**config.mk**
```make
export PLATFORM = sky130hd
export DESIGN_NAME = cpwm_top
export DESIGN_NICKNAME = d
export VERILOG_FILES = /design/src/pkg/cpwm_pkg.sv /design/src/pkg/cpwm_chan_if.sv /design/src/hw/cpwm_chan.sv /design/src/hw/cpwm_top.sv
export SDC_FILE = /design/constraint.sdc
export NUM_CORES = 1
export LEC_CHECK = 0
export ABC_AREA = 0
export BUFFER_PORTS_ARGS = -buffer_cell sky130_fd_sc_hd__buf_2
export CAP_MARGIN = 10
export CORE_ASPECT_RATIO = 1.2
export CORE_MARGIN = 2
export CORE_UTILIZATION = 47
export DETAILED_ROUTE_END_ITERATION = 12
export PLACE_DENSITY = 0.73
export SLEW_MARGIN = 20
export SYNTH_ARGS = -nofsm -noshare
export SYNTH_HDL_FRONTEND = slang
export SYNTH_SLANG_ARGS = --single-unit
```
**constraint.sdc**
```tcl
create_clock -name clk_sys_in -period 5.9 [get_ports clk_sys_in]
set_input_delay 0.295 -clock clk_sys_in [delete_from_list [all_inputs] [get_ports clk_sys_in]]
set_output_delay 0.295 -clock clk_sys_in [all_outputs]
set_load 0.02 [all_outputs]
```
**src/pkg/cpwm_pkg.sv**
```systemverilog
// Package: register map, resets and resolution helpers for the centre-aligned PWM block
package cpwm_pkg;
	// ****************************************
	// Sizes
	// ****************************************
	localparam int NUM_CH = 6;
	localparam int DUTY_W = 12;
	localparam int PH_W = 13;
	localparam int ADDR_W = 18;
	// ****************************************
	// Register indices (byte address = 4 * index)
	// ****************************************
	localparam logic [15:0] IDX_CFG1 = 16'hA080;
	localparam logic [15:0] IDX_EVT = 16'hA081;
	localparam logic [15:0] IDX_DSP = 16'hA082;
	localparam logic [15:0] IDX_MASK = 16'hA083;
	localparam logic [15:0] IDX_DUTY0 = 16'hA084;
	localparam logic [15:0] NUM_DUTY_IDX = 16'h000C;
	localparam logic [7:0] RST_CFG1 = 8'h00;
	localparam logic [7:0] RST_EVT = 8'h08;
	localparam logic [7:0] RST_DSP = 8'h00;
	localparam logic [7:0] RST_MASK = 8'h00;
	// ****************************************
	// Field positions
	// ****************************************
	localparam int CFG1_EN = 7;
	localparam int CFG1_MODE = 5;
	localparam int EVT_ZTRG = 7;
	localparam int EVT_CTRG = 6;
	localparam int EVT_ZIE = 5;
	localparam int EVT_CIE = 4;
	localparam int EVT_SYNC_GATED_UPDATE_ENABLE = 3;
	localparam int EVT_ZF = 1;
	localparam int EVT_CF = 0;
	localparam int DSP_PRS = 7;
	localparam int DSP_SYNC = 6;
	// ****************************************
	// Period and dither constants
	// ****************************************
	localparam int PERIOD_8 = 512;
	localparam int PERIOD_10 = 2048;
	localparam int PERIOD_12 = 8192;
	localparam logic [15:0] LFSR_SEED = 16'hACE1;
	localparam logic [15:0] LFSR_TAPS = 16'hB400;
	typedef enum logic [1:0] {RES_8 = 2'b00, RES_10 = 2'b01, RES_12 = 2'b10} cpwm_res_e;
	// Unused code 2'b11 behaves as 12-bit
	function automatic logic [3:0] cpwm_shift(input logic [1:0] m);
		case (m)
			RES_8: cpwm_shift = 4'h4;
			RES_10: cpwm_shift = 4'h2;
			default: cpwm_shift = 4'h0;
		endcase
	endfunction : cpwm_shift
	function automatic logic [PH_W-1:0] cpwm_top(input logic [1:0] m);
		case (m)
			RES_8: cpwm_top = PH_W'(PERIOD_8 - 1);
			RES_10: cpwm_top = PH_W'(PERIOD_10 - 1);
			default: cpwm_top = PH_W'(PERIOD_12 - 1);
		endcase
	endfunction : cpwm_top
	function automatic logic [DUTY_W-1:0] cpwm_mask(input logic [1:0] m);
		cpwm_mask = 12'hFFF >> cpwm_shift(m);
	endfunction : cpwm_mask
endpackage : cpwm_pkg

```
**src/pkg/cpwm_chan_if.sv**
```systemverilog
// Interface: shared timebase and dither state from the controller to each channel
interface cpwm_chan_if;
	logic [11:0] cnt_s;
	logic run;
	logic [1:0] res;
	logic dith_en;
	logic dith_sign;
	logic dith_odd;
	modport ctrl (output cnt_s, run, res, dith_en, dith_sign, dith_odd);
	modport chan (input cnt_s, run, res, dith_en, dith_sign, dith_odd);
endinterface : cpwm_chan_if

```
**src/hw/cpwm_chan.sv**
```systemverilog
// One PWM channel: resolution masking, dither, centre compare and polarity
module cpwm_chan (
	input wire logic clk_sys_in,
	input wire logic rst_n_in,
	cpwm_chan_if.chan ctl_in,
	input wire logic [cpwm_pkg::DUTY_W-1:0] duty_in,
	input wire logic pol_in,
	output logic pwm_out
);
	import cpwm_pkg::*;
	logic [DUTY_W-1:0] duty_m;
	logic [DUTY_W-1:0] eff;
	logic [PH_W-1:0] scaled;
	logic at_edge;
	logic hit;
	always_comb begin
		duty_m = duty_in & cpwm_mask(ctl_in.res);
		at_edge = (duty_m == '0) || (duty_m == cpwm_mask(ctl_in.res));
		// Pairs of cycles get +s then -s, so the average stays put
		if (ctl_in.dith_en && !at_edge) begin
			eff = ctl_in.dith_odd ? duty_m - {11'h000, ctl_in.dith_sign} : duty_m + {11'h000, ctl_in.dith_sign};
		end else begin
			eff = duty_m;
		end
		scaled = PH_W'({1'b0, eff}) << cpwm_shift(ctl_in.res);
		// High on 2*duty of 2*2^N ticks: zero never high, max is (period-2)/period
		hit = ({1'b0, ctl_in.cnt_s} + scaled) >= 13'h1000;
	end
	always_ff @(posedge clk_sys_in) begin
		if (!rst_n_in || !ctl_in.run) begin
			pwm_out <= 1'b0;
		end else begin
			pwm_out <= hit ^ pol_in;
		end
	end
endmodule : cpwm_chan

```
**src/hw/cpwm_top.sv**
```systemverilog
// Centre-aligned six-channel PWM: APB registers, timebase, events and duty loading
// Notes on behaviour
// Zero interrupt raised at each counter zero when its enable is set.
// Centre interrupt raised at each counter midpoint when its enable is set.
// Separate enables pulse the ADC trigger at counter zero and at centre.
// Sync-gated mode loads all duties only after software writes sync one.
// Without sync gating, buffered duties load automatically at each cycle start.
// Zero flag set by hardware, stays until software clears it.
// Per-channel polarity bit, one inverts that channel output.
// Six duty registers, one per channel.
// Duty zero keeps the output low all period.
// Largest duty gives high for (period-1)/period, never fully on. The code gives (period-2)/period.
// Duty is double-buffered, moved to comparator at cycle completion.
// Compare uses duty bits 7..0, 9..0 or 11..0 by resolution.
// While disabled, duty writes reach the comparator immediately.
// Disable clears counter and state and forces outputs low.
// Period is 512, 2048 or 8192 counting ticks by resolution.
// Pseudo-random dither varies duty per cycle, keeping the average.
// Sync bit self-clears after the reload at the next zero event.
// Centre flag set by hardware, cleared by software like zero flag.
module cpwm_top (
	input wire logic clk_sys_in,
	input wire logic rst_n_in,
	input wire logic psel_in,
	input wire logic penable_in,
	input wire logic pwrite_in,
	input wire logic [cpwm_pkg::ADDR_W-1:0] paddr_in,
	input wire logic [31:0] pwdata_in,
	output logic [31:0] prdata_out,
	output logic pready_out,
	output logic pslverr_out,
	output logic [cpwm_pkg::NUM_CH-1:0] pwm_out,
	output logic irq_out,
	output logic adc_zero_trig_out,
	output logic adc_center_trig_out
);
	import cpwm_pkg::*;
	// ****************************************
	// Register state
	// ****************************************
	logic en_q;
	logic [1:0] mode_q;
	logic [4:0] scale_q;
	logic ztrg_en_q;
	logic ctrg_en_q;
	logic zint_en_q;
	logic cint_en_q;
	logic sync_gated_update_enable_q;
	logic zflag_q;
	logic cflag_q;
	logic prs_q;
	logic sync_q;
	logic [NUM_CH-1:0] pol_q;
	logic [1:0] mask_q;
	logic [DUTY_W-1:0] duty_buf_q [NUM_CH];
	logic [DUTY_W-1:0] duty_act_q [NUM_CH];
	logic [4:0] presc_q;
	logic [PH_W-1:0] phase_q;
	logic [15:0] lfsr_q;
	logic odd_q;
	logic sign_q;
	// ****************************************
	// Bus decode
	// ****************************************
	logic [15:0] idx;
	logic [15:0] doff;
	logic is_duty;
	logic [2:0] dch;
	logic dhi;
	logic mapped;
	logic wr;
	logic rd_setup;
	logic [7:0] wb;
	logic [31:0] rdata;
	assign idx = paddr_in[ADDR_W-1:2];
	assign doff = idx - IDX_DUTY0;
	assign is_duty = (idx >= IDX_DUTY0) && (doff < NUM_DUTY_IDX);
	assign dch = doff[3:1];
	assign dhi = doff[0];
	assign mapped = is_duty || (idx >= IDX_CFG1 && idx <= IDX_MASK);
	// Zero-wait slave: every access phase completes
	assign wr = psel_in && penable_in && pwrite_in && mapped;
	assign rd_setup = psel_in && !penable_in;
	assign wb = pwdata_in[7:0];
	assign pready_out = 1'b1;
	// ****************************************
	// Timebase
	// ****************************************
	logic run;
	logic tick;
	logic zero_evt;
	logic ctr_evt;
	logic reload;
	logic [PH_W-1:0] top;
	logic [PH_W-1:0] ph_s;
	logic [11:0] cnt_s;
	assign run = en_q;
	assign top = cpwm_top(mode_q);
	assign tick = run && (presc_q == scale_q);
	assign zero_evt = tick && (phase_q == '0);
	assign ctr_evt = tick && (phase_q == (top >> 1) + 13'h0001);
	assign reload = zero_evt && (!sync_gated_update_enable_q || sync_q);
	assign ph_s = phase_q << cpwm_shift(mode_q);
	// Up half counts up, down half mirrors it
	assign cnt_s = (ph_s[12] ? ~ph_s[11:0] : ph_s[11:0]) & (12'hFFF << cpwm_shift(mode_q));
	always_ff @(posedge clk_sys_in) begin
		if (!rst_n_in || !run) begin
			presc_q <= 5'h00;
		end else if (tick) begin
			presc_q <= 5'h00;
		end else begin
			presc_q <= presc_q + 5'h01;
		end
	end
	always_ff @(posedge clk_sys_in) begin
		if (!rst_n_in || !run) begin
			phase_q <= '0;
		end else if (tick) begin
			// Also wraps if resolution shrinks mid-cycle
			phase_q <= (phase_q >= top) ? '0 : phase_q + 13'h0001;
		end
	end
	// ****************************************
	// Dither sequence
	// ****************************************
	always_ff @(posedge clk_sys_in) begin
		if (!rst_n_in) begin
			lfsr_q <= LFSR_SEED;
		end else if (zero_evt) begin
			lfsr_q <= lfsr_q[0] ? (lfsr_q >> 1) ^ LFSR_TAPS : lfsr_q >> 1;
		end
	end
	always_ff @(posedge clk_sys_in) begin
		if (!rst_n_in || !run) begin
			odd_q <= 1'b0;
			sign_q <= 1'b0;
		end else if (zero_evt) begin
			odd_q <= !odd_q;
			// New sign only at the start of a pair
			if (odd_q) begin
				sign_q <= lfsr_q[0];
			end
		end
	end
	// ****************************************
	// Configuration registers
	// ****************************************
	always_ff @(posedge clk_sys_in) begin
		if (!rst_n_in) begin
			{en_q, mode_q, scale_q} <= RST_CFG1;
		end else if (wr && idx == IDX_CFG1) begin
			{en_q, mode_q, scale_q} <= wb;
		end
	end
	always_ff @(posedge clk_sys_in) begin
		if (!rst_n_in) begin
			{ztrg_en_q, ctrg_en_q, zint_en_q, cint_en_q, sync_gated_update_enable_q} <= RST_EVT[7:3];
		end else if (wr && idx == IDX_EVT) begin
			{ztrg_en_q, ctrg_en_q, zint_en_q, cint_en_q, sync_gated_update_enable_q} <= wb[7:3];
		end
	end
	always_ff @(posedge clk_sys_in) begin
		if (!rst_n_in) begin
			{prs_q, pol_q} <= {RST_DSP[7], RST_DSP[5:0]};
		end else if (wr && idx == IDX_DSP) begin
			{prs_q, pol_q} <= {wb[DSP_PRS], wb[5:0]};
		end
	end
	always_ff @(posedge clk_sys_in) begin
		if (!rst_n_in) begin
			mask_q <= RST_MASK[1:0];
		end else if (wr && idx == IDX_MASK) begin
			mask_q <= wb[1:0];
		end
	end
	// ****************************************
	// Sync request and event flags
	// ****************************************
	logic sync_set;
	assign sync_set = wr && idx == IDX_DSP && wb[DSP_SYNC];
	always_ff @(posedge clk_sys_in) begin
		if (!rst_n_in) begin
			sync_q <= RST_DSP[DSP_SYNC];
		end else if (sync_set) begin
			sync_q <= 1'b1;
		end else if (reload) begin
			sync_q <= 1'b0;
		end
	end
	// Hardware set wins over a same-cycle write-one clear
	always_ff @(posedge clk_sys_in) begin
		if (!rst_n_in) begin
			zflag_q <= RST_EVT[EVT_ZF];
		end else if (zero_evt && zint_en_q) begin
			zflag_q <= 1'b1;
		end else if (wr && idx == IDX_EVT && wb[EVT_ZF]) begin
			zflag_q <= 1'b0;
		end
	end
	always_ff @(posedge clk_sys_in) begin
		if (!rst_n_in) begin
			cflag_q <= RST_EVT[EVT_CF];
		end else if (ctr_evt && cint_en_q) begin
			cflag_q <= 1'b1;
		end else if (wr && idx == IDX_EVT && wb[EVT_CF]) begin
			cflag_q <= 1'b0;
		end
	end
	always_ff @(posedge clk_sys_in) begin
		if (!rst_n_in) begin
			irq_out <= 1'b0;
		end else begin
			irq_out <= (zflag_q && mask_q[1]) || (cflag_q && mask_q[0]);
		end
	end
	always_ff @(posedge clk_sys_in) begin
		if (!rst_n_in) begin
			adc_zero_trig_out <= 1'b0;
			adc_center_trig_out <= 1'b0;
		end else begin
			adc_zero_trig_out <= zero_evt && ztrg_en_q;
			adc_center_trig_out <= ctr_evt && ctrg_en_q;
		end
	end
	// ****************************************
	// Duty buffers
	// ****************************************
	always_ff @(posedge clk_sys_in) begin
		if (!rst_n_in) begin
			for (int i = 0; i < NUM_CH; i++) begin
				duty_buf_q[i] <= '0;
			end
		end else if (wr && is_duty) begin
			if (dhi) begin
				duty_buf_q[dch][11:8] <= wb[3:0];
			end else begin
				duty_buf_q[dch][7:0] <= wb;
			end
		end
	end
	always_ff @(posedge clk_sys_in) begin
		if (!rst_n_in) begin
			for (int i = 0; i < NUM_CH; i++) begin
				duty_act_q[i] <= '0;
			end
		end else if (wr && is_duty && !run) begin
			// Disabled: no cycle to wait for, so bypass the buffer
			if (dhi) begin
				duty_act_q[dch][11:8] <= wb[3:0];
			end else begin
				duty_act_q[dch][7:0] <= wb;
			end
		end else if (reload) begin
			for (int i = 0; i < NUM_CH; i++) begin
				duty_act_q[i] <= duty_buf_q[i];
			end
		end
	end
	// ****************************************
	// Read path
	// ****************************************
	always_comb begin
		rdata = 32'h0000_0000;
		if (is_duty) begin
			rdata[7:0] = dhi ? {4'h0, duty_buf_q[dch][11:8]} : duty_buf_q[dch][7:0];
		end else begin
			case (idx)
				IDX_CFG1: rdata[7:0] = {en_q, mode_q, scale_q};
				IDX_EVT: rdata[7:0] = {ztrg_en_q, ctrg_en_q, zint_en_q, cint_en_q, sync_gated_update_enable_q, 1'b0, zflag_q, cflag_q};
				IDX_DSP: rdata[7:0] = {prs_q, sync_q, pol_q};
				IDX_MASK: rdata[7:0] = {6'h00, mask_q};
				default: rdata = 32'h0000_0000;
			endcase
		end
	end
	// Answer captured in setup so data and error come from flops
	always_ff @(posedge clk_sys_in) begin
		if (!rst_n_in) begin
			prdata_out <= 32'h0000_0000;
			pslverr_out <= 1'b0;
		end else if (rd_setup) begin
			prdata_out <= pwrite_in ? 32'h0000_0000 : rdata;
			pslverr_out <= !mapped;
		end
	end
	// ****************************************
	// Channels
	// ****************************************
	cpwm_chan_if chif ();
	assign chif.cnt_s = cnt_s;
	assign chif.run = run;
	assign chif.res = mode_q;
	assign chif.dith_en = prs_q;
	assign chif.dith_sign = sign_q;
	assign chif.dith_odd = odd_q;
	for (genvar g = 0; g < NUM_CH; g++) begin : g_ch
		cpwm_chan u_chan (
			.clk_sys_in(clk_sys_in),
			.rst_n_in(rst_n_in),
			.ctl_in(chif.chan),
			.duty_in(duty_act_q[g]),
			.pol_in(pol_q[g]),
			.pwm_out(pwm_out[g])
		);
	end
endmodule : cpwm_top

```
==> run_results.csv, run 1 <==
group,metric,value,unit
flow_run,maxCapViolations,0,
layout,layout.cells.non_filler,2593,
routing,routed_wl,56.1,mm
layout,drive_gt1_frac,0.101,
layout,final_util,0.513,
clock_tree,cts_sinks,247,
floorplanning,die-height,224,um
critical_path,crit_start,"chif.res[1]",
routing,drc,0,
synth,synth_commonest_cells,"nand2_1 (200), o21ai_0 (192), edfxtp_1 (168)",
place,dp_hpwl,42.3,mm
global_routing,grt_pass1_vias,15400,
clock_tree,cts_resized,0,
clock_tree,postCtsHoldBufs,0,
layout,antennaDiodeCount,0,
global_routing,use_met2,0.446,
sta,worst_pin_slew,1.07,ns
floorplanning,initial_core_util,0.477,
sta,fin_crit,4.78,ns
synth,ys.flop_type,"edfxtp_1",
sta,skew,0.0232,ns
global_routing,grt_first_pass_wirelength,86.4,mm
clock_tree,clk_pin_slew,0.07,ns
floorplanning,pin_count,98,
sta,hold_violations,0,
place,port_buffers,46,
critical_path,crit_chain,"inv_2, nand2_1, inv_1, nor2b_1, ha_1, nand2_1, o21ai_0, xnor2_1, a2bb2oi_1, o22a_1, o21ai_0, ha_1, and4_1, nor2_1, o211ai_1, o2111ai_1, a211oi_1, nand2_1, o31ai_1",
power,p_per_area,195,nW/um^2
critical_path,critical_path_class,"reg2reg",
sta,slew_headroom,0.277,
critical_path,slowest_stage,"inv_1",
global_routing,grt-ovfl-total,0,
critical_path,rr_endpoint,"g_ch[0].u_chan.pwm_out",
critical_path,reg2regPathDepth,19,
synth,ys_seq_elements,247,
layout,syn_to_final_growth,7.61,%
sta,setup_tns,0,ns
place,placed_cells,2546,
routing,vias,16400,
clock_tree,cts_buffers,26,
floorplanning,fp.dieW,188,um
sta,fin_crit_sh,0.810,
hold_path,min_path_type,"in2reg",
power,peakVddDrop,0.000213,V
critical_path,reg2reg_slack,1.12,ns
clock_tree,cts-root-buf,"clkbuf_16",
global_routing,use_met3,0.0342,
routing,vias_per_cell,6.33,
routing,ant_nets,0,
synth,yosysWarnings,0,
clock_tree,htreeDepth,1,
sta,grt_setup_unrepaired,"false",
layout,fin_nets,2241,
routing,first_pass_iters,7,
critical_path,required,6.36,ns
critical_path,cp-end-kind,"flip-flop",
critical_path,max_stage_delay,0.61,ns
floorplanning,core.rowCount,80,
sta,clock.fmax,0.209,GHz
critical_path,cp_max_fo,17,
clock_tree,clock_latency,0.56,ns
synth,synthTopCellsByArea,"edfxtp_1 (27%), ha_1 (8.8%), dfxtp_1 (8.3%)",
floorplanning,dieArea,42000,sq um
global_routing,antenna_found_initial,0,
clock_tree,cts_tree,"done",
global_routing,grt_max_degree,89,
critical_path,cp-start-kind,"flip-flop",
critical_path,r2r_start,"chif.res[1]",
synth,yosysMostFrequentCell,"nand2_1",
global_routing,track_usage,0.260,
synth,synth_cells,2056,
synth,synth.top_cell.area_share,0.266,
power,power,3.98,mW
synth,avgSynthCellArea,9.24,sq um
critical_path,worst_path_most_repeated_cell,"nand2_1",
clock_tree,post_cts_buffers,0,
synth,yosysUniqueCellTypes,91,
sta,slew_viol_final,0,
sta,finalSetupViolations,0,
place,gp_congestion,0.966,
global_routing,grt.busiest_layer,"met2",
power,power.leakage,7.71,nW
clock_tree,ctsLongestPathBuffers,3,
synth,synth_largest_area_cell,"edfxtp_1",
layout,nFillCells,3647,
routing,drtIter0Drc,1931,
synth,ys_seq_area_frac,0.349,
global_routing,grt_use_met1,0.322,
run_status,status,"finished clean",
synth,async_reset_ff_frac,0,
routing,wl_per_cell,21.6,um
critical_path,crit_path_end,"g_ch[0].u_chan.pwm_out",
floorplanning,core,39800,sq um
critical_path,arrival,5.24,ns
synth,synth_edf_count,168,
synth,syn_area,19000,sq um
[flip-flops by register name (all words and copies together) (netlist names), 2 cells and up]
signal,count
chif.res,2
duty_act_q,72
duty_buf_q,96
g_ch.u_chan.pwm_out,6
lfsr_q,16
mask_q,2
phase_q,13
pol_q,6
prdata_out,8
presc_q,5
scale_q,5
[power breakdown]
| group | switching (mW) | internal, mW |
|---|---|---|
| logic | 0.260 | 0.155 |
| clock network | 0.700 | 0.901 |
| registers | 0.0693 | 1.90 |
| total | 1.03 | 2.95 |
[area by class of cell]
class	count	area, sq um	share of cell area
clock buffer	37	758	0.0371
clock inverter	10	67.6	0.00331
inverter	61	229	0.0112
multi-input combinational	1612	11500	0.562
sequential	247	6630	0.324
tap	533	667	0.0326
timing repair buffer	93	596	0.0291
[stage by stage]
step	setup WS, ns	cell area (sq um)	hold WS (ns)
after floorplan	0.200	19100	0.425
after global placement	1.31	19600	0.453
after detailed placement	1.22	19600	0.447
after CTS	1.20	20400	0.112
after global routing	0.714	20400	0.135
final	1.12	20400	0.134
[worst max-delay path: cells and delay by family (launching register included)]
family	cells	cell delay (ns)
flops	1	0.40
compound gates	8	1.71
simple gates	6	0.77
fa+ha+maj	2	0.77
buf+inv	2	0.85
xor+xnor	1	0.18
[worst min path at each step]
stage	endpoint	from	slack, ns	cells past startpoint
global route	chif.res[1]	pwdata_in[6]	0.13	3
floorplan	chif.dith_en	pwdata_in[7]	0.43	2
finish	sync_q	pwdata_in[6]	0.13	3
detailed placement	adc_center_trig_out	ctrg_en_q	0.45	2
global placement	lfsr_q[15]	lfsr_q[15]	0.45	2
CTS	sync_q	pwdata_in[6]	0.11	3
[routing by layer]
layer,routed length [um],up-vias
met4,3280,0
met3,4200,184
met2,26500,798
met1,22100,7859
li1,-,7561
met5,0,-
[layout by cell type, fill, tap and decap left out, drive strengths merged, types with 15 or more instances in the layout]
cell    count
ha        133
conb       25
or3        16
o21a       22
nor2b      34
xnor2      57
and2       33
a32o       36
inv        63
mux4       30
and3       26
a31oi      15
nor2      159
nand4      29
a21o       22
nor4       29
edfxtp    168
clkbuf     37
nand3      50
nand2     200
nand2b     25
xor2       32
a21oi      93
nor3       43
buf        93
dfxtp      79
mux2       18
mux2i      96
o21ai     197
[cells by family (layout without fill, tap and decap cells)]
logic type	Yosys count	in the layout	synth area share
multiplexers	144	144	0.0968
AO/OA/AOI/OAI	534	534	0.184
XOR/XNOR	89	89	0.0410
other	2	25	0.000395
AND/OR/NAND/NOR	675	675	0.177
adder cells (fa/ha/maj)	145	145	0.100
buffers and inverters	220	201	0.0510
flip-flops	247	247	0.349
No activity file was read; power rests on OpenSTA's default activity.
==> run 2, diff against run 1 <==
clock period = 4 ns   (was 5.9 ns; I/O delays follow)
==> run_results.csv, run 2 (synthesis gave the netlist of run 1 again) <==
group,metric,value,unit
power,p_sw,1.54,mW
global_routing,track_usage,0.274,
clock_tree,cts-root-buf,"clkbuf_16",
layout,final_common_cell,"buf_4",
run_status,violations,"setup timing",
place,gp_congestion,1.02,
sta,slew_headroom,0.337,
layout,largest_reg_flops,96,
routing,ant_nets,0,
layout,fin_nets,2415,
sta,grt_setup_unrepaired,"true",
power,p_per_area,268,nW/um^2
floorplanning,fp.dieW,188,um
critical_path,cp_max_fo,6,
layout,top_register,"duty_buf_q",
global_routing,grt_pass1_vias,16400,
clock_tree,cts_tree,"done",
critical_path,arrival,4.61,ns
sta,setup_slack,-0.164,ns
floorplanning,dieArea,42000,sq um
sta,setup_tns,-0.504,ns
routing,routed_wl,59.1,mm
place,port_buffers,46,
global_routing,grt-ovfl-total,0,
layout,final_cell_mix,"buf_4 (208), nand2_1 (200), o21ai_0 (172)",
sta,clock.fmax,0.240,GHz
global_routing,grt_max_degree,58,
floorplanning,die-height,224,um
layout,antennaDiodeCount,0,
floorplanning,core.rowCount,80,
power,pwr-share-seq,0.486,
power,power.leakage,8.66,nW
hold_path,holdPathStages,4,
layout,drive_gt1_frac,0.196,
global_routing,grt_first_pass_wirelength,90.9,mm
floorplanning,pin_count,98,
sta,slew_viol_final,0,
critical_path,cp-end-kind,"flip-flop",
critical_path,required,4.45,ns
clock_tree,clk_pin_slew,0.08,ns
clock_tree,ctsLongestPathBuffers,3,
floorplanning,initial_core_util,0.477,
critical_path,reg2regPathDepth,20,
sta,fin_crit,4.16,ns
clock_tree,cts_buffers,27,
routing,drc,0,
global_routing,antenna_found_initial,0,
routing,drtIter0Drc,2159,
routing,wl_per_cell,21.4,um
layout,reg.largest.list,"duty_buf_q x96, duty_act_q x72, lfsr_q x16",
place,dp_hpwl,44.4,mm
power,p_sw_frac,0.259,
power,p_comb_frac,0.123,
routing,vias,17100,
routing,vias_per_cell,6.20,
run_status,status,"finished, violations left",
clock_tree,clock_latency,0.55,ns
clock_tree,cts_sinks,247,
sta,hold_violations,0,
critical_path,critical_path_class,"reg2reg",
clock_tree,htreeDepth,1,
sta,finalSetupViolations,6,
power,peakVddDrop,0.000306,V
critical_path,cp-start-kind,"flip-flop",
sta,skew,0.0192,ns
hold_path,min_path_type,"in2reg",
flow_run,maxCapViolations,0,
power,pwr-share-clk,0.391,
layout,syn_to_final_growth,16.7,%
routing,first_pass_iters,6,
sta,fin_crit_sh,1.04,
sta,worst_pin_slew,0.995,ns
power,internal_power,4.40,mW
sta,hold_slack,0.0744,ns
floorplanning,core,39800,sq um
## run 2: path summary, 6_finish.rpt
path                                    start                      to  slack [ns]
worst max-delay path            chif.dith_odd  g_ch[3].u_chan.pwm_out       -0.16
worst min-delay path                pwrite_in           prdata_out[3]        0.07
worst min register to register      lfsr_q[7]               lfsr_q[6]        0.47
worst max register to register  chif.dith_odd  g_ch[3].u_chan.pwm_out       -0.16
## run 2: final cells by class
| cell class | instances | area [sq um] |
|---|---|---|
| Clock inverter | 11 | 66.3 |
| Inverter | 61 | 229 |
| Multi-Input combinational cell | 1612 | 11900 |
| Clock buffer | 35 | 739 |
| Fill cell | 3530 | 17700 |
| Sequential cell | 247 | 6630 |
| Tap cell | 533 | 667 |
| Timing Repair Buffer | 266 | 1980 |
## run 2: routing by layer
metal | vias to the layer above | track usage | routed length (um)
li1 | 7927 | - | -
met1 | 8155 | 0.342 | 23000
met2 | 845 | 0.468 | 27700
met3 | 210 | 0.0378 | 4800
met4 | 0 | 0.133 | 3540
met5 | - | 0 | 0
## run 2: what timing repair did
item | 4_1_cts | 5_1_grt
setup endpoints to repair | 6 | 6
pin swaps | 37 | 29
hold buffers | 4 | 0
endpoints found under the hold margin | 9 | 0
cloned | 1 | 0
resized for setup | 36 | 32
buffers inserted | 20 | 4
## run 2: power by group through the flow
stage / clock, mW / combinational (mW) / sequential [mW]
floorplan: 0 / 0.470 / 2.89
global placement: 0 / 0.662 / 2.93
detailed placement: 0 / 0.679 / 2.93
CTS: 2.33 / 0.701 / 2.88
global route: 2.44 / 0.787 / 2.89
finish: 2.33 / 0.730 / 2.89
## run 2: stage by stage
stage | setup WS (ns) | power (mW) | cells | util | area (sq um)
2_1_floorplan | -0.00215 | 3.36 | 2079 | - | 19300
3_3_place_gp | -0.110 | 3.59 | 2690 | 0.522 | 20800
3_5_place_dp | -0.241 | 3.61 | 2690 | 0.522 | 20800
4_1_cts | -0.132 | 5.91 | 2761 | 0.552 | 22000
5_1_grt | -0.392 | 6.12 | 2765 | 0.557 | 22200
6_report | -0.164 | 5.94 | 2765 | 0.557 | 22200
## run 2: worst max-delay path, cell delays in order, from the launching register on
cell and delay, ns:
dfxtp_2 0.32, nand2b_4 0.17, buf_12 0.15, buf_4 0.13, ha_4 0.22, nor2b_2 0.16, o31a_1 0.31, o221a_2 0.26
nor2_2 0.12, xnor2_1 0.14, mux2i_1 0.14, mux2_2 0.29, mux2i_1 0.19, ha_1 0.27, nor2b_1 0.13, o21ai_1 0.11
nand2b_1 0.14, o41ai_2 0.26, a211oi_2 0.09, and3_1 0.22, mux2_2 0.25
==> run 3, diff against run 2 <==
ABC_AREA = 1   (was 0)
==> run_results.csv, run 3 <==
group,metric,value,unit
power,pwr-share-clk,0.427,
sta,hold_violations,0,
sta,worst_pin_slew,1.05,ns
power,internal_power,4.40,mW
critical_path,arrival,4.11,ns
global_routing,grt_first_pass_wirelength,93.4,mm
layout,drive_gt1_frac,0.0774,
routing,vias_per_cell,5.75,
place,gp_congestion,0.947,
floorplanning,pin_count,98,
synth,synth_edf_count,168,
critical_path,cp-end-kind,"flip-flop",
global_routing,grt_max_degree,55,
hold_path,min_path_type,"in2reg",
sta,fin_crit_sh,0.913,
layout,top_register,"duty_buf_q",
clock_tree,cts_buffers,27,
layout,fin_nets,2946,
routing,wl_per_cell,17.9,um
critical_path,critical_path_class,"reg2reg",
sta,slew_headroom,0.290,
synth,ys_seq_elements,247,
global_routing,grt-ovfl-total,0,
sta,slew_viol_final,0,
critical_path,required,4.46,ns
clock_tree,cts_sinks,247,
power,p_per_area,280,nW/um^2
layout,antennaDiodeCount,0,
routing,first_pass_iters,8,
clock_tree,cts-root-buf,"clkbuf_16",
place,port_buffers,46,
power,p_sw_frac,0.259,
floorplanning,core.rowCount,81,
routing,routed_wl,59.1,mm
flow_run,maxCapViolations,0,
layout,reg.largest.list,"duty_buf_q x96, duty_act_q x72, lfsr_q x16",
synth,yosysWarnings,0,
synth,yosysMostFrequentCell,"nand2_1",
sta,clock.fmax,0.274,GHz
layout,syn_to_final_growth,8.85,%
routing,vias,19000,
floorplanning,fp.dieW,190,um
power,p_sw,1.53,mW
synth,avgSynthCellArea,7.11,sq um
layout,post-route-cell-area,21200,sq um
sta,fin_crit,3.65,ns
synth,syn_area,19500,sq um
synth,ys_seq_area_frac,0.341,
clock_tree,clock_latency,0.56,ns
routing,ant_nets,0,
power,pwr-share-seq,0.480,
synth,synthTopCellsByArea,"edfxtp_1 (26%), nand2_1 (14%), ha_1 (8.6%)",
power,power.leakage,9.42,nW
sta,hold_slack,0.0592,ns
routing,drtIter0Drc,1988,
layout,largest_reg_flops,96,
clock_tree,ctsLongestPathBuffers,3,
place,placed_area,20200,sq um
synth,synth.top_cell.area_share,0.259,
critical_path,cp_max_fo,39,
layout,final_cell_mix,"nand2_1 (732), nor2_1 (260), inv_1 (230)",
sta,grt_setup_unrepaired,"true",
place,dp_hpwl,45.8,mm
clock_tree,htreeDepth,1,
floorplanning,initial_core_util,0.476,
synth,synth_commonest_cells,"nand2_1 (736), nor2_1 (263), inv_1 (231)",
sta,finalSetupViolations,0,
synth,yosysUniqueCellTypes,49,
sta,skew,0.0142,ns
floorplanning,die-height,227,um
global_routing,track_usage,0.272,
critical_path,cp-start-kind,"flip-flop",
clock_tree,clk_pin_slew,0.07,ns
critical_path,reg2regPathDepth,24,
floorplanning,dieArea,43000,sq um
layout,nFillCells,3919,
synth,synth_cells,2734,
power,p_comb_frac,0.093,
clock_tree,cts_tree,"done",
layout,final_common_cell,"nand2_1",
synth,async_reset_ff_frac,0,
global_routing,grt_pass1_vias,17700,
floorplanning,core,40800,sq um
global_routing,antenna_found_initial,0,
run_status,status,"finished clean",
power,peakVddDrop,0.000306,V
power,power,5.93,mW
synth,ys.flop_type,"edfxtp_1",
sta,setup_tns,0,ns
hold_path,holdPathStages,3,
synth,synth_largest_area_cell,"edfxtp_1",
routing,drc,0,
-- run 3: cell families after synthesis --
family | after synthesis | share of synthesized area
AND/OR/NAND/NOR | 1395 | 0.307
AO/OA/AOI/OAI | 493 | 0.141
buffers and inverters | 396 | 0.0875
flip-flops | 247 | 0.341
adder cells (fa/ha/maj) | 145 | 0.0979
XOR/XNOR | 54 | 0.0243
other | 2 | 0.000386
multiplexers | 2 | 0.00103
-- run 3: layer usage --
metal,GRT usage,part of all wire,wire (um),vias to the layer above
met5,0,0,0,-
met4,0.129,0.053,3150,0
met3,0.0272,0.067,3940,181
met2,0.465,0.47,27900,840
met1,0.347,0.41,24100,8754
li1,-,-,-,9239
-- run 3: final timing paths --
kind,startpoint,end,slack (ns)
setup / recovery,chif.dith_odd,g_ch[1].u_chan.pwm_out,0.35
hold / removal,pwdata_in[6],sync_q,0.06
setup reg to reg,chif.dith_odd,g_ch[1].u_chan.pwm_out,0.35
hold reg to reg,lfsr_q[12],lfsr_q[12],0.46
-- run 3: timing repair --
| item | 4_1_cts | 5_1_grt |
|---|---|---|
| setup endpoints to repair | 0 | 6 |
| resized for setup | 0 | 18 |
| hold buffers | 2 | 0 |
| hold endpoints to repair | 1 | 0 |
| setup buffers | 0 | 2 |
-- run 3: power groups by stage --
| stage | clock network [mW] | registers [mW] | logic (mW) |
|---|---|---|---|
| finish | 2.53 | 2.85 | 0.551 |
| global placement | 0 | 2.90 | 0.520 |
| CTS | 2.55 | 2.84 | 0.536 |
| floorplan | 0 | 2.87 | 0.405 |
| global route | 2.66 | 2.85 | 0.612 |
| detailed placement | 0 | 2.90 | 0.532 |
-- run 3: area by class of cell --
| cell class | instances | area [sq um] | area share |
|---|---|---|---|
| clock buffers | 32 | 736 | 0.0347 |
| clock inverters | 17 | 170 | 0.00804 |
| inverters | 252 | 955 | 0.0451 |
| multi-input cells | 2114 | 11300 | 0.533 |
| flip-flops and latches | 247 | 6630 | 0.313 |
| well taps | 539 | 674 | 0.0319 |
| repair buffers | 104 | 721 | 0.0340 |
-- run 3: worst max-delay path: stages (launching register included) --
cell and delay, ns:
dfxtp_1 0.33, inv_1 0.08, nand2_2 0.09, buf_12 0.18
ha_1 0.40, nand2_1 0.07, inv_1 0.07, nand4_1 0.11
nand3_1 0.12, nand2_1 0.08, nand2_1 0.10, nand2_1 0.06
nand3_1 0.09, o21ai_0 0.17, or2_2 0.32, nand2_1 0.07
ha_1 0.24, nand2_1 0.09, nor2_1 0.05, a211oi_1 0.22
nand3_1 0.13, xor2_1 0.22, nand2_1 0.09, nand2_1 0.06
nor2_1 0.07
-- run 3: metrics by stage --
| step | setup slack, ns | instances | utilization |
|---|---|---|---|
| final | 0.346 | 3305 | 0.518 |
| after global routing | 0.00491 | 3305 | 0.518 |
| after CTS | 0.247 | 3303 | 0.516 |
| after detailed placement | 0.270 | 3252 | 0.494 |
| after global placement | 0.276 | 3251 | 0.494 |
| after floorplan | 0.167 | 2757 | - |
